<file path="src/shared/exec_consts.svh">
/*
  Constants for the branch, skip, load and store execution unit:
  opcode classes, instruction field positions, status flag positions,
  pointer and mode codes, register-port offsets and reset values.
  Assumes it is included by bare name, once or more.
*/
`ifndef EXEC_CONSTS_SVH
`define EXEC_CONSTS_SVH

// ----------------------------------------------------------------
// opcode classes in instr[15:12]
// ----------------------------------------------------------------
`define OP_SKRC 4'h0
`define OP_SKRS 4'h1
`define OP_SKIC 4'h2
`define OP_SKIS 4'h3
`define OP_BFS 4'h4
`define OP_BFC 4'h5
`define OP_BGE 4'h6
`define OP_BLT 4'h7
`define OP_LDI 4'h8
`define OP_STI 4'h9
`define OP_LDD 4'hA
`define OP_LDS 4'hB

// ----------------------------------------------------------------
// instruction fields
// ----------------------------------------------------------------
`define F_OP 15:12
`define F_BIT 2:0
`define F_FLAG 2:0
`define F_K 9:3
`define F_K_MSB 9
`define F_PTR 11:10
`define F_MODE 9:8
`define F_DPTR 11
`define F_Q 10:5
`define F_RD 4:0

// ----------------------------------------------------------------
// status flag positions
// ----------------------------------------------------------------
`define FL_C 3'h0
`define FL_Z 3'h1
`define FL_N 3'h2
`define FL_V 3'h3
`define FL_S 3'h4
`define FL_H 3'h5
`define FL_T 3'h6
`define FL_I 3'h7

// ----------------------------------------------------------------
// pointer and addressing mode codes
// ----------------------------------------------------------------
`define PTR_X 2'h0
`define PTR_Y 2'h1
`define MD_INC 2'h1
`define MD_DEC 2'h2

// ----------------------------------------------------------------
// register port offsets, reset values, steps and counts
// ----------------------------------------------------------------
`define RA_X 3'h0
`define RA_Y 3'h1
`define RA_Z 3'h2
`define RA_PC 3'h3
`define RA_STAT 3'h4
`define PC_RST 16'h0000
`define PTR_RST 16'h0000
`define STEP1 16'h0001
`define STEP2 16'h0002
`define STEP3 16'h0003
`define CNT_ZERO 2'h0
`define CNT_ONE 2'h1

`endif

</file>
<file path="src/shared/exec_pkg.sv">
/*
  Types for the branch, skip, load and store execution unit:
  state enum, memory request, register write-back and the full
  registered state of the unit.
  Assumes nothing beyond a SystemVerilog compiler.
*/
package exec_pkg;

  // ----------------------------------------------------------------
  // sequencer states
  // ----------------------------------------------------------------
  typedef enum logic [0:0] {
    ST_IDLE = 1'b0,
    ST_WAIT = 1'b1
  } exec_state_t;

  // data memory request
  typedef struct packed {
    logic [15:0] addr;
    logic [7:0] wdata;
    logic we;
    logic re;
  } mem_req_t;

  // general register write-back
  typedef struct packed {
    logic we;
    logic [4:0] idx;
    logic [7:0] data;
  } wb_t;

  // everything the unit remembers
  typedef struct packed {
    exec_state_t st;
    logic [1:0] cnt;
    logic [15:0] pc;
    logic [15:0] x;
    logic [15:0] y;
    logic [15:0] z;
    mem_req_t mem;
    wb_t wb;
    logic ld_pend;
    logic [4:0] ld_idx;
    logic ready;
    logic done;
    logic [15:0] rdata;
  } core_state_t;

endpackage

</file>
<file path="src/hw/exec_unit.sv">
/*
  Execution unit for bit skips, flag branches and pointer based
  loads and stores of an 8-bit core, with its program counter and
  the three 16-bit data pointers.
  Assumes: all inputs come from logic on clk; the register file
  supplies the selected register value beside issue; data memory
  returns read data in the cycle after the read strobe.
*/
`timescale 1ns/10ps
`default_nettype none
`include "exec_consts.svh"

module exec_unit
  import exec_pkg::*;
(
  input wire logic clk,
  input wire logic reset_n,
  input wire logic issue,
  input wire logic [15:0] instr,
  input wire logic [15:0] instr2,
  input wire logic next_two_word,
  input wire logic [7:0] status_register,
  input wire logic [7:0] reg_val,
  input wire logic [7:0] io_val,
  input wire logic [7:0] mem_rdata,
  input wire logic [2:0] reg_addr,
  input wire logic [15:0] reg_wdata,
  input wire logic reg_wr,
  input wire logic reg_rd,
  output logic [15:0] reg_rdata,
  output logic ready,
  output logic done,
  output logic [15:0] pc,
  output mem_req_t mem,
  output wb_t wb
);

  // ----------------------------------------------------------------
  // helpers
  // ----------------------------------------------------------------

  // pick a pointer; code 3 falls back to z
  function automatic logic [15:0] ptr_of(
    input logic [1:0] sel,
    input logic [15:0] px,
    input logic [15:0] py,
    input logic [15:0] pz
  );
    logic [15:0] r;
    r = pz;
    if (sel == `PTR_X) begin
      r = px;
    end else if (sel == `PTR_Y) begin
      r = py;
    end
    return r;
  endfunction

  function automatic logic [15:0] rel_target(
    input logic [15:0] base,
    input logic [6:0] k
  );
    logic [15:0] ext;
    // sign bit copied up; the sum wraps at 64K like the pc
    ext = {{9{k[6]}}, k};
    return base + ext + `STEP1;
  endfunction

  // status bit chosen by the operand field
  function automatic logic flag_bit(
    input logic [7:0] s,
    input logic [2:0] f
  );
    logic r;
    r = 1'b0;
    unique case (f)
      `FL_Z: r = s[`FL_Z];
      `FL_C: r = s[`FL_C];
      `FL_N: r = s[`FL_N];
      `FL_V: r = s[`FL_V];
      // sign flag, reachable by the generic forms only
      `FL_S: r = s[`FL_S];
      `FL_H: r = s[`FL_H];
      `FL_T: r = s[`FL_T];
      `FL_I: r = s[`FL_I];
    endcase
    return r;
  endfunction

  // ----------------------------------------------------------------
  // state
  // ----------------------------------------------------------------
  // ready is high in reset, so an issue may come at the first edge after release
  localparam core_state_t RST_STATE = '{
    st: ST_IDLE,
    cnt: `CNT_ZERO,
    pc: `PC_RST,
    x: `PTR_RST,
    y: `PTR_RST,
    z: `PTR_RST,
    mem: '0,
    wb: '0,
    ld_pend: 1'b0,
    ld_idx: 5'h00,
    ready: 1'b1,
    done: 1'b0,
    rdata: 16'h0000
  };

  core_state_t q_ff;
  core_state_t nxt_q;

  // decode scratch
  // p: selected pointer, a: access address, np: pointer after access
  logic [3:0] op;
  logic hit;
  logic bitv;
  logic [15:0] p;
  logic [15:0] a;
  logic [15:0] np;

  // ----------------------------------------------------------------
  // next state
  // ----------------------------------------------------------------
  always_comb begin
    nxt_q = q_ff;
    op = instr[`F_OP];
    hit = 1'b0;
    bitv = 1'b0;
    // pointer picked up front; only loads and stores look at it
    p = ptr_of(instr[`F_PTR], q_ff.x, q_ff.y, q_ff.z);
    a = p;
    np = p;
    // strobes are single cycle
    // every pulse is cleared by default and raised only where needed
    nxt_q.mem.we = 1'b0;
    nxt_q.mem.re = 1'b0;
    nxt_q.wb.we = 1'b0;
    nxt_q.done = 1'b0;
    nxt_q.rdata = 16'h0000;

    // read data lands one cycle after the strobe, so write it
    // back independently of the sequencer
    // a load result may land while the next instruction already runs
    nxt_q.ld_pend = q_ff.mem.re;
    if (q_ff.ld_pend) begin
      nxt_q.wb.we = 1'b1;
      nxt_q.wb.idx = q_ff.ld_idx;
      nxt_q.wb.data = mem_rdata;
    end

    unique case (q_ff.st)
      ST_IDLE: begin
        // issue outside idle is not looked at
        if (issue) begin
          unique case (op)
            `OP_SKRC, `OP_SKRS, `OP_SKIC, `OP_SKIS: begin
              if (op == `OP_SKRC) begin
                hit = !reg_val[instr[`F_BIT]];
              end
              if (op == `OP_SKRS) begin
                hit = reg_val[instr[`F_BIT]];
              end
              if (op == `OP_SKIC) begin
                hit = !io_val[instr[`F_BIT]];
              end
              if (op == `OP_SKIS) begin
                hit = io_val[instr[`F_BIT]];
              end
              if (hit) begin
                // skip length by next size
                // the caller says how long the next word is; it is not fetched here
                nxt_q.st = ST_WAIT;
                nxt_q.ready = 1'b0;
                if (next_two_word) begin
                  nxt_q.pc = q_ff.pc + `STEP3;
                  nxt_q.cnt = `CNT_ONE;
                end else begin
                  nxt_q.pc = q_ff.pc + `STEP2;
                  nxt_q.cnt = `CNT_ZERO;
                end
              end else begin
                nxt_q.pc = q_ff.pc + `STEP1;
                nxt_q.done = 1'b1;
              end
            end
            `OP_BFS, `OP_BFC, `OP_BGE, `OP_BLT: begin
              // the signed forms test N xor V directly rather than a flag picked by index
              bitv = flag_bit(status_register, instr[`F_FLAG]);
              if (op == `OP_BFS) begin
                hit = bitv;
              end
              if (op == `OP_BFC) begin
                hit = !bitv;
              end
              if (op == `OP_BGE) begin
                hit = !(status_register[`FL_N] ^ status_register[`FL_V]);
              end
              if (op == `OP_BLT) begin
                hit = status_register[`FL_N] ^ status_register[`FL_V];
              end
              // taken costs two, else one
              // one adder for every branch form keeps the taken path uniform
              if (hit) begin
                nxt_q.pc = rel_target(q_ff.pc, instr[`F_K]);
                nxt_q.st = ST_WAIT;
                nxt_q.ready = 1'b0;
                nxt_q.cnt = `CNT_ZERO;
              end else begin
                nxt_q.pc = q_ff.pc + `STEP1;
                nxt_q.done = 1'b1;
              end
            end
            `OP_LDI, `OP_STI: begin
              if (instr[`F_MODE] == `MD_DEC) begin
                a = p - `STEP1;
                np = a;
              end
              if (instr[`F_MODE] == `MD_INC) begin
                np = p + `STEP1;
              end
              // plain mode writes the pointer back unchanged; code 3 acts as z
              if (instr[`F_PTR] == `PTR_X) begin
                nxt_q.x = np;
              end else if (instr[`F_PTR] == `PTR_Y) begin
                nxt_q.y = np;
              end else begin
                nxt_q.z = np;
              end
              nxt_q.mem.addr = a;
              if (op == `OP_STI) begin
                nxt_q.mem.we = 1'b1;
                nxt_q.mem.wdata = reg_val;
              end else begin
                nxt_q.mem.re = 1'b1;
                nxt_q.ld_idx = instr[`F_RD];
              end
              nxt_q.pc = q_ff.pc + `STEP1;
              nxt_q.st = ST_WAIT;
              nxt_q.ready = 1'b0;
              nxt_q.cnt = `CNT_ZERO;
            end
            `OP_LDD: begin
              // base plus unsigned displacement
              // six-bit displacement, forward only; the pointer is left alone
              if (instr[`F_DPTR]) begin
                a = q_ff.z + {10'h000, instr[`F_Q]};
              end else begin
                a = q_ff.y + {10'h000, instr[`F_Q]};
              end
              nxt_q.mem.addr = a;
              nxt_q.mem.re = 1'b1;
              nxt_q.ld_idx = instr[`F_RD];
              nxt_q.pc = q_ff.pc + `STEP1;
              nxt_q.st = ST_WAIT;
              nxt_q.ready = 1'b0;
              nxt_q.cnt = `CNT_ZERO;
            end
            `OP_LDS: begin
              // address from second word
              // the second word carries all sixteen address bits
              nxt_q.mem.addr = instr2;
              nxt_q.mem.re = 1'b1;
              nxt_q.ld_idx = instr[`F_RD];
              nxt_q.pc = q_ff.pc + `STEP2;
              nxt_q.st = ST_WAIT;
              nxt_q.ready = 1'b0;
              nxt_q.cnt = `CNT_ZERO;
            end
            default: begin
              // classes handled elsewhere pass as one cycle no-ops
              // they still move the pc, so a stream of them walks forward
              nxt_q.pc = q_ff.pc + `STEP1;
              nxt_q.done = 1'b1;
            end
          endcase
        end
      end
      ST_WAIT: begin
        // count off the extra cycles of the instruction
        // ready stays low, so an issue here is dropped rather than queued
        if (q_ff.cnt == `CNT_ZERO) begin
          nxt_q.st = ST_IDLE;
          nxt_q.ready = 1'b1;
          nxt_q.done = 1'b1;
        end else begin
          nxt_q.cnt = q_ff.cnt - `CNT_ONE;
        end
      end
    endcase

    // software writes come last so they win over execution
    // a pc write during a wait redirects the flow but does not end the wait
    if (reg_wr) begin
      unique case (reg_addr)
        `RA_X: nxt_q.x = reg_wdata;
        `RA_Y: nxt_q.y = reg_wdata;
        `RA_Z: nxt_q.z = reg_wdata;
        `RA_PC: nxt_q.pc = reg_wdata;
        default: ;
      endcase
    end

    // register reads answer in the next cycle, unmapped read zero
    // status holds only the ready bit; the rest reads zero for growth
    if (reg_rd) begin
      unique case (reg_addr)
        `RA_X: nxt_q.rdata = q_ff.x;
        `RA_Y: nxt_q.rdata = q_ff.y;
        `RA_Z: nxt_q.rdata = q_ff.z;
        `RA_PC: nxt_q.rdata = q_ff.pc;
        `RA_STAT: nxt_q.rdata = {15'h0000, q_ff.ready};
        default: nxt_q.rdata = 16'h0000;
      endcase
    end
  end

  // ----------------------------------------------------------------
  // state register
  // ----------------------------------------------------------------
  // asynchronous clear back to the constant reset image
  always_ff @(posedge clk or negedge reset_n) begin
    if (!reset_n) begin
      q_ff <= RST_STATE;
    end else begin
      q_ff <= nxt_q;
    end
  end

  // outputs straight from the state register
  // no gates after the flops, so the pins see clean registered values
  assign reg_rdata = q_ff.rdata;
  assign ready = q_ff.ready;
  assign done = q_ff.done;
  assign pc = q_ff.pc;
  assign mem = q_ff.mem;
  assign wb = q_ff.wb;

endmodule
`default_nettype wire

</file>
<file path="config.mk">
export PLATFORM = sky130hd
export DESIGN_NAME = exec_unit
export DESIGN_NICKNAME = d
export VERILOG_FILES = /design/src/shared/exec_pkg.sv /design/src/hw/exec_unit.sv
export VERILOG_INCLUDE_DIRS = /design/src /design/src/shared
export SDC_FILE = /design/constraint.sdc
export NUM_CORES = 1
export LEC_CHECK = 0
export BUFFER_PORTS_ARGS = -buffer_cell sky130_fd_sc_hd__buf_2
export CORE_UTILIZATION = 45
export DETAILED_ROUTE_END_ITERATION = 10
export PLACE_DENSITY = 0.66
export SYNTH_ARGS = -nofsm -noshare
export SYNTH_HDL_FRONTEND = slang
export SYNTH_SLANG_ARGS = --single-unit
export TNS_END_PERCENT = 1
</file>
<file path="constraint.sdc">
create_clock -name clk -period 7.4 [get_ports clk]
set_input_delay 1.11 -clock clk [delete_from_list [all_inputs] [get_ports clk]]
set_output_delay 1.11 -clock clk [all_outputs]
set_load 0.02 [all_outputs]
</file>
* Word-level counts from Yosys, hierarchy flattened *
Index checks and enable logic that the tools add are counted.

cells by class
  add/subtract/negate cells = 10
  order comparisons = 1
  eq/ne operators = 32
  multiplexer cells = 68
  bitwise logic cells = 2
  reduce and logical (&&, ||, !) cells = 21

operators by type and width
  cell                                                                  count
  16-bit 2-to-1 mux                                                     15
  16-bit one-hot mux with 3 select lines                                2
  93-bit 2-to-1 mux                                                     1
  90-bit 2-to-1 mux                                                     1
  16-bit one-hot mux with 5 select lines                                1
  64-bit 2-to-1 mux                                                     1
  16-bit by 1-bit adder with 16-bit output, second input constant       3
  48-bit 2-to-1 mux                                                     1
  16-bit by 2-bit adder with 16-bit output, second input constant       2
  16-bit by 6-bit adder with 16-bit output                              2
  32-bit 2-to-1 mux                                                     1
  1-bit 2-to-1 mux                                                      25
  9-bit 2-to-1 mux                                                      2
  17-bit 2-to-1 mux                                                     1
  16-bit adder                                                          1
  4-bit by 3-bit == test with 1-bit output, second input constant       4
  4-bit == test, second input constant                                  4
  16-bit by 1-bit subtractor with 16-bit output, second input constant  1
  3-bit == test, second input constant                                  5
  14-bit 2-to-1 mux                                                     1
  3-bit by 2-bit == test with 1-bit output, second input constant       4
  4-bit OR reduction                                                    3
  5-bit one-hot mux with 2 select lines                                 1
  5-bit AND reduction                                                   2
  other kinds (32)                                                      50

word-level totals
  bits in registers = 131

* Longest topological paths before layout *
  depth in word-level cells = 18
  depth in mapped cells = 17
  depth with buffers taken out = 12

* Worst setup path after synthesis *
Ideal clock, no wire load.

  path type = input to register
  start = input instr[11]
  end = register q_ff, in the netlist mem[21]
  library setup time = 138 ps
  arrival time = 4660 ps
  data required time = 7262 ps
  path slack = 2602 ps
  stages on the path = 16
  path buffers = 6
  path through = clkbuf_1 -> buf_2 -> buf_2 -> buf_4 -> buf_2 -> clkbuf_1 -> o21ai_0 -> ha_1 -> a21o_1 -> a21o_1 -> a2111oi_0 -> nor4b_1 -> xor2_1 -> and3_1 -> a221oi_1 -> a31oi_1

between the ends
  word-level cells in the longest chain between the ends = 6

RTL lines
  item                                                            line              text
  start, declared                                                 exec_unit.sv:19   input wire logic [15:0] instr,
  2-bit by 1-bit == test with 1-bit output (no source line)       -
  16-bit 2-to-1 mux                                               exec_unit.sv:53   end else if (sel == `PTR_Y) begin
  16-bit 2-to-1 mux                                               exec_unit.sv:51   if (sel == `PTR_X) begin
  16-bit by 1-bit subtractor with 16-bit output (no source line)  -
  16-bit 2-to-1 mux                                               exec_unit.sv:215  if (instr[`F_MODE] == `MD_DEC) begin
  16-bit one-hot mux with 3 select lines (*)                      exec_unit.sv:156  unique case (op)
  end signal, assigned                                            exec_unit.sv:326  q_ff <= nxt_q;
  end, declared                                                   exec_unit.sv:110  core_state_t q_ff;

Mark *: on every way between the ends. The rest lies on a longest branch, timed or not.
A chain may end at the register's enable or synchronous reset.

==> reports/qor.yml <==
worst_hold_path:
  hold_depth: 0
  hold_class: "flip-flop to flip-flop"
floorplanning:
  coreArea_um2: 23500
  initial_core_util_pct: 46.0
  io_pins: 163
  rows: 56
  die_height_um: 157
  dieArea_um2: 24600
  die_width_um: 157
yosys:
  ys.flop_type: "dfrtp_1"
  ys_ff_latch: 131
  netlist_top_cells_area: "dfrtp_1, mux2i_1, buf_4, o21ai_0, xnor2_1"
  synth_cell_types: 75
  synthesis.nets: 1362
  ys_seq_area_share_pct: 30.4
  yosysWarnings: 0
  synth_cells: 1243
  syn_area_um2: 10800
  synth_top_cell_area_share_pct: 30.2
  netlist.top_cell.by_area: "dfrtp_1"
  synthArstFlopShare_pct: 100
  synth_area_per_cell_um2: 8.68
  synth_edf_count: 0
sta:
  rsz0062_at_grt: "false"
  finClkSkew_ns: 0.00980
  max_clock_freq_ghz: 0.252
  setup_slack_ns: 3.43
  slew_viol_final: 0
  slew_headroom_pct: 22.5
  tightest_slew_ns: 1.16
  fin_setup_tns_ns: 0
  hold_viol: 0
  setup_viol: 0
  fin_crit_ns: 3.97
  finalCritPeriodShare_pct: 53.7
status:
  outcome: "complete, no violations"
global_routing:
  overflow: 0
  grt_pass1_wl_mm: 49.5
  grtUsageTotal_pct: 26.2
  grt_max_degree: 69
  antenna_found_initial: 0
  grt_pass1_vias: 9065
clock_network:
  postCtsSetupRepairBufs: 0
  clockBufferDepth: 2
  worst_skew_pair.late_latency_ns: 0.44
  cts.sinks: 131
  cts_made_buffers: 17
  holdBufCountCts: 0
  ctsResizeCount: 0
  cts-root-buf: "clkbuf_16"
  cts_tree: "done"
  path_clk_slew_ns: 0.06
  h-tree-depth: 4
job:
  cap_viol_max_count: 0
drt:
  ant_nets: 0
  drc_errors: 0
  wl_per_cell_um: 19.4
  num_vias: 9481
  drtPass1Iterations: 6
  via_per_inst: 5.86
  routed_wl_mm: 31.3
  drt-initial-drc-count: 987
critical_path:
  path_max_fanout: 20
  critPathMaxStageDelay_ns: 0.53
  worstSetupPathType: "input pin to flip-flop"
  arrival_ns: 4.30
  worstSetupEndpointType: "flip-flop"
  cp.required_ns: 7.73
  cp_slowest_cell: "nor4_2"
  path_cells: "buf_2 -> mux2i_1 -> o21ai_1 -> inv_1 -> ha_1 -> nand3b_1 -> or3_1 -> nor4_2 -> a32oi_1 -> xnor2_1 -> mux2i_1 -> o21ai_0"
  crit_top_cell: "mux2i_1"
  reg2reg_depth: 11
  start_kind: "input pin"
power_and_ir_drop:
  comb_power_share_pct: 44.4
  clkPwrFrac_pct: 23.4
  leakage_nw: 5.25
  p_sw_w: 0.00165
  power_frac_seq_pct: 32.2
  vdd_ir_drop_max_v: 0.000149
  power_density_nw_per_um2: 328
  cellInternalPower_w: 0.00223
  p_sw_share_pct: 42.4
cells_and_area:
  diodes: 0
  final_cell_mix: "buf_2, nand2_1, dfrtp_1"
  synthToLayoutAreaGrowth_pct: 9.76
  nNetsFinal: 1406
  final_common_cell: "buf_2"
  final_layout_size_suffix_gt1_share_pct: 21.1
  fillers: 2264
placement:
  dpl.hpwl_mm: 23.2
  post-place-ws_ns: 3.04
  port_buffers: 162
  gp_congestion: 0.923
==> path summary, 6_finish.rpt <==
path | to | slack, ns | startpoint
worst max-delay path | q_ff[110] | 3.43 | instr[10]
worst min-delay path | q_ff[23] | 0.38 | mem[0]
worst max register to register | mem[21] | 4.05 | q_ff[81]
worst min register to register | q_ff[23] | 0.38 | mem[0]
max in group asynchronous | q_ff[83] | 5.37 | reset_n
min in group asynchronous | wb[13] | 0.67 | reset_n
==> layout make-up <==
| type | instances | area [um2] | share of cell area, % |
|---|---|---|---|
| clock buffers | 20 | 447 | 3.77 |
| clock inverters | 11 | 178 | 1.50 |
| inverters | 31 | 116 | 0.983 |
| multi-input cells | 932 | 6510 | 55.0 |
| flip-flops and latches | 131 | 3280 | 27.7 |
| well taps | 319 | 399 | 3.37 |
| repair buffers | 174 | 907 | 7.66 |
==> metal layers <==
metal | up-vias | global-route usage [%] | share of wire [%]
met5 | - | 0 | 0
met4 | 0 | 9.43 | 2.4
met3 | 60 | 5.18 | 7.4
met2 | 384 | 42.3 | 47
met1 | 4546 | 34.6 | 43
li1 | 4491 | - | -
==> synthesized netlist by cell type, types with 11 or more instances <==
library cell	count
a21oi_1	60
a221oi_1	12
a31oi_1	19
buf_2	11
buf_4	74
clkbuf_1	56
dfrtp_1	130
ha_1	28
inv_1	31
mux2_2	33
mux2i_1	89
mux4_2	19
nand2_1	132
nand2b_1	14
nand3_1	24
nor2_1	84
nor2b_1	24
nor3_1	35
nor4_1	14
o21ai_0	104
or3_1	11
xnor2_1	57
xor2_1	28
==> critical path: cells and delay by family <==
kind | cells | cell delay [ns]
buffers and inverters | 2 | 0.62
adders and majority gates | 1 | 0.15
xor gates and xnor gates | 1 | 0.35
muxes | 2 | 0.37
AOI/OAI and AO/OA | 3 | 0.60
and+or+nand+nor | 3 | 1.10
==> flip-flops by register name, summed over array words and instances (netlist names) <==
signal     cells
reg_rdata     16
wb            14
pc            16
q_ff          57
done           1
ready          1
mem           26
==> metrics by stage <==
stage	total power, W	area [um2]	std cells	hold WS, ns	utilization (%)
6_report	0.00388	11800	1618	0.377	50.4
5_1_grt	0.00413	11800	1618	0.393	50.4
3_3_place_gp	0.00292	11200	1587	0.353	47.8
3_5_place_dp	0.00296	11200	1587	0.368	47.8
4_1_cts	0.00387	11800	1618	0.382	50.4
2_1_floorplan	0.00263	10800	1243	0.355	-
==> kinds of logic after synthesis <==
| group | Yosys count | share of synthesized area (%) |
|---|---|---|
| buffers and inverters | 180 | 9.33 |
| XOR/XNOR | 85 | 6.90 |
| adder cells (fa/ha/maj) | 30 | 3.62 |
| AO/OA/AOI/OAI | 286 | 16.5 |
| multiplexers | 143 | 15.9 |
| flip-flops | 131 | 30.4 |
| AND/OR/NAND/NOR | 388 | 17.3 |
==> power groups by stage <==
stage / Combinational, W / Sequential [W] / Clock, W
2_1_floorplan: 0.00153 / 0.00110 / 0
3_3_place_gp: 0.00168 / 0.00124 / 0
3_5_place_dp: 0.00170 / 0.00125 / 0
4_1_cts: 0.00171 / 0.00124 / 0.000915
5_1_grt: 0.00190 / 0.00129 / 0.000947
6_report: 0.00172 / 0.00125 / 0.000907
Note: power is estimated with default switching activity, not from simulation.
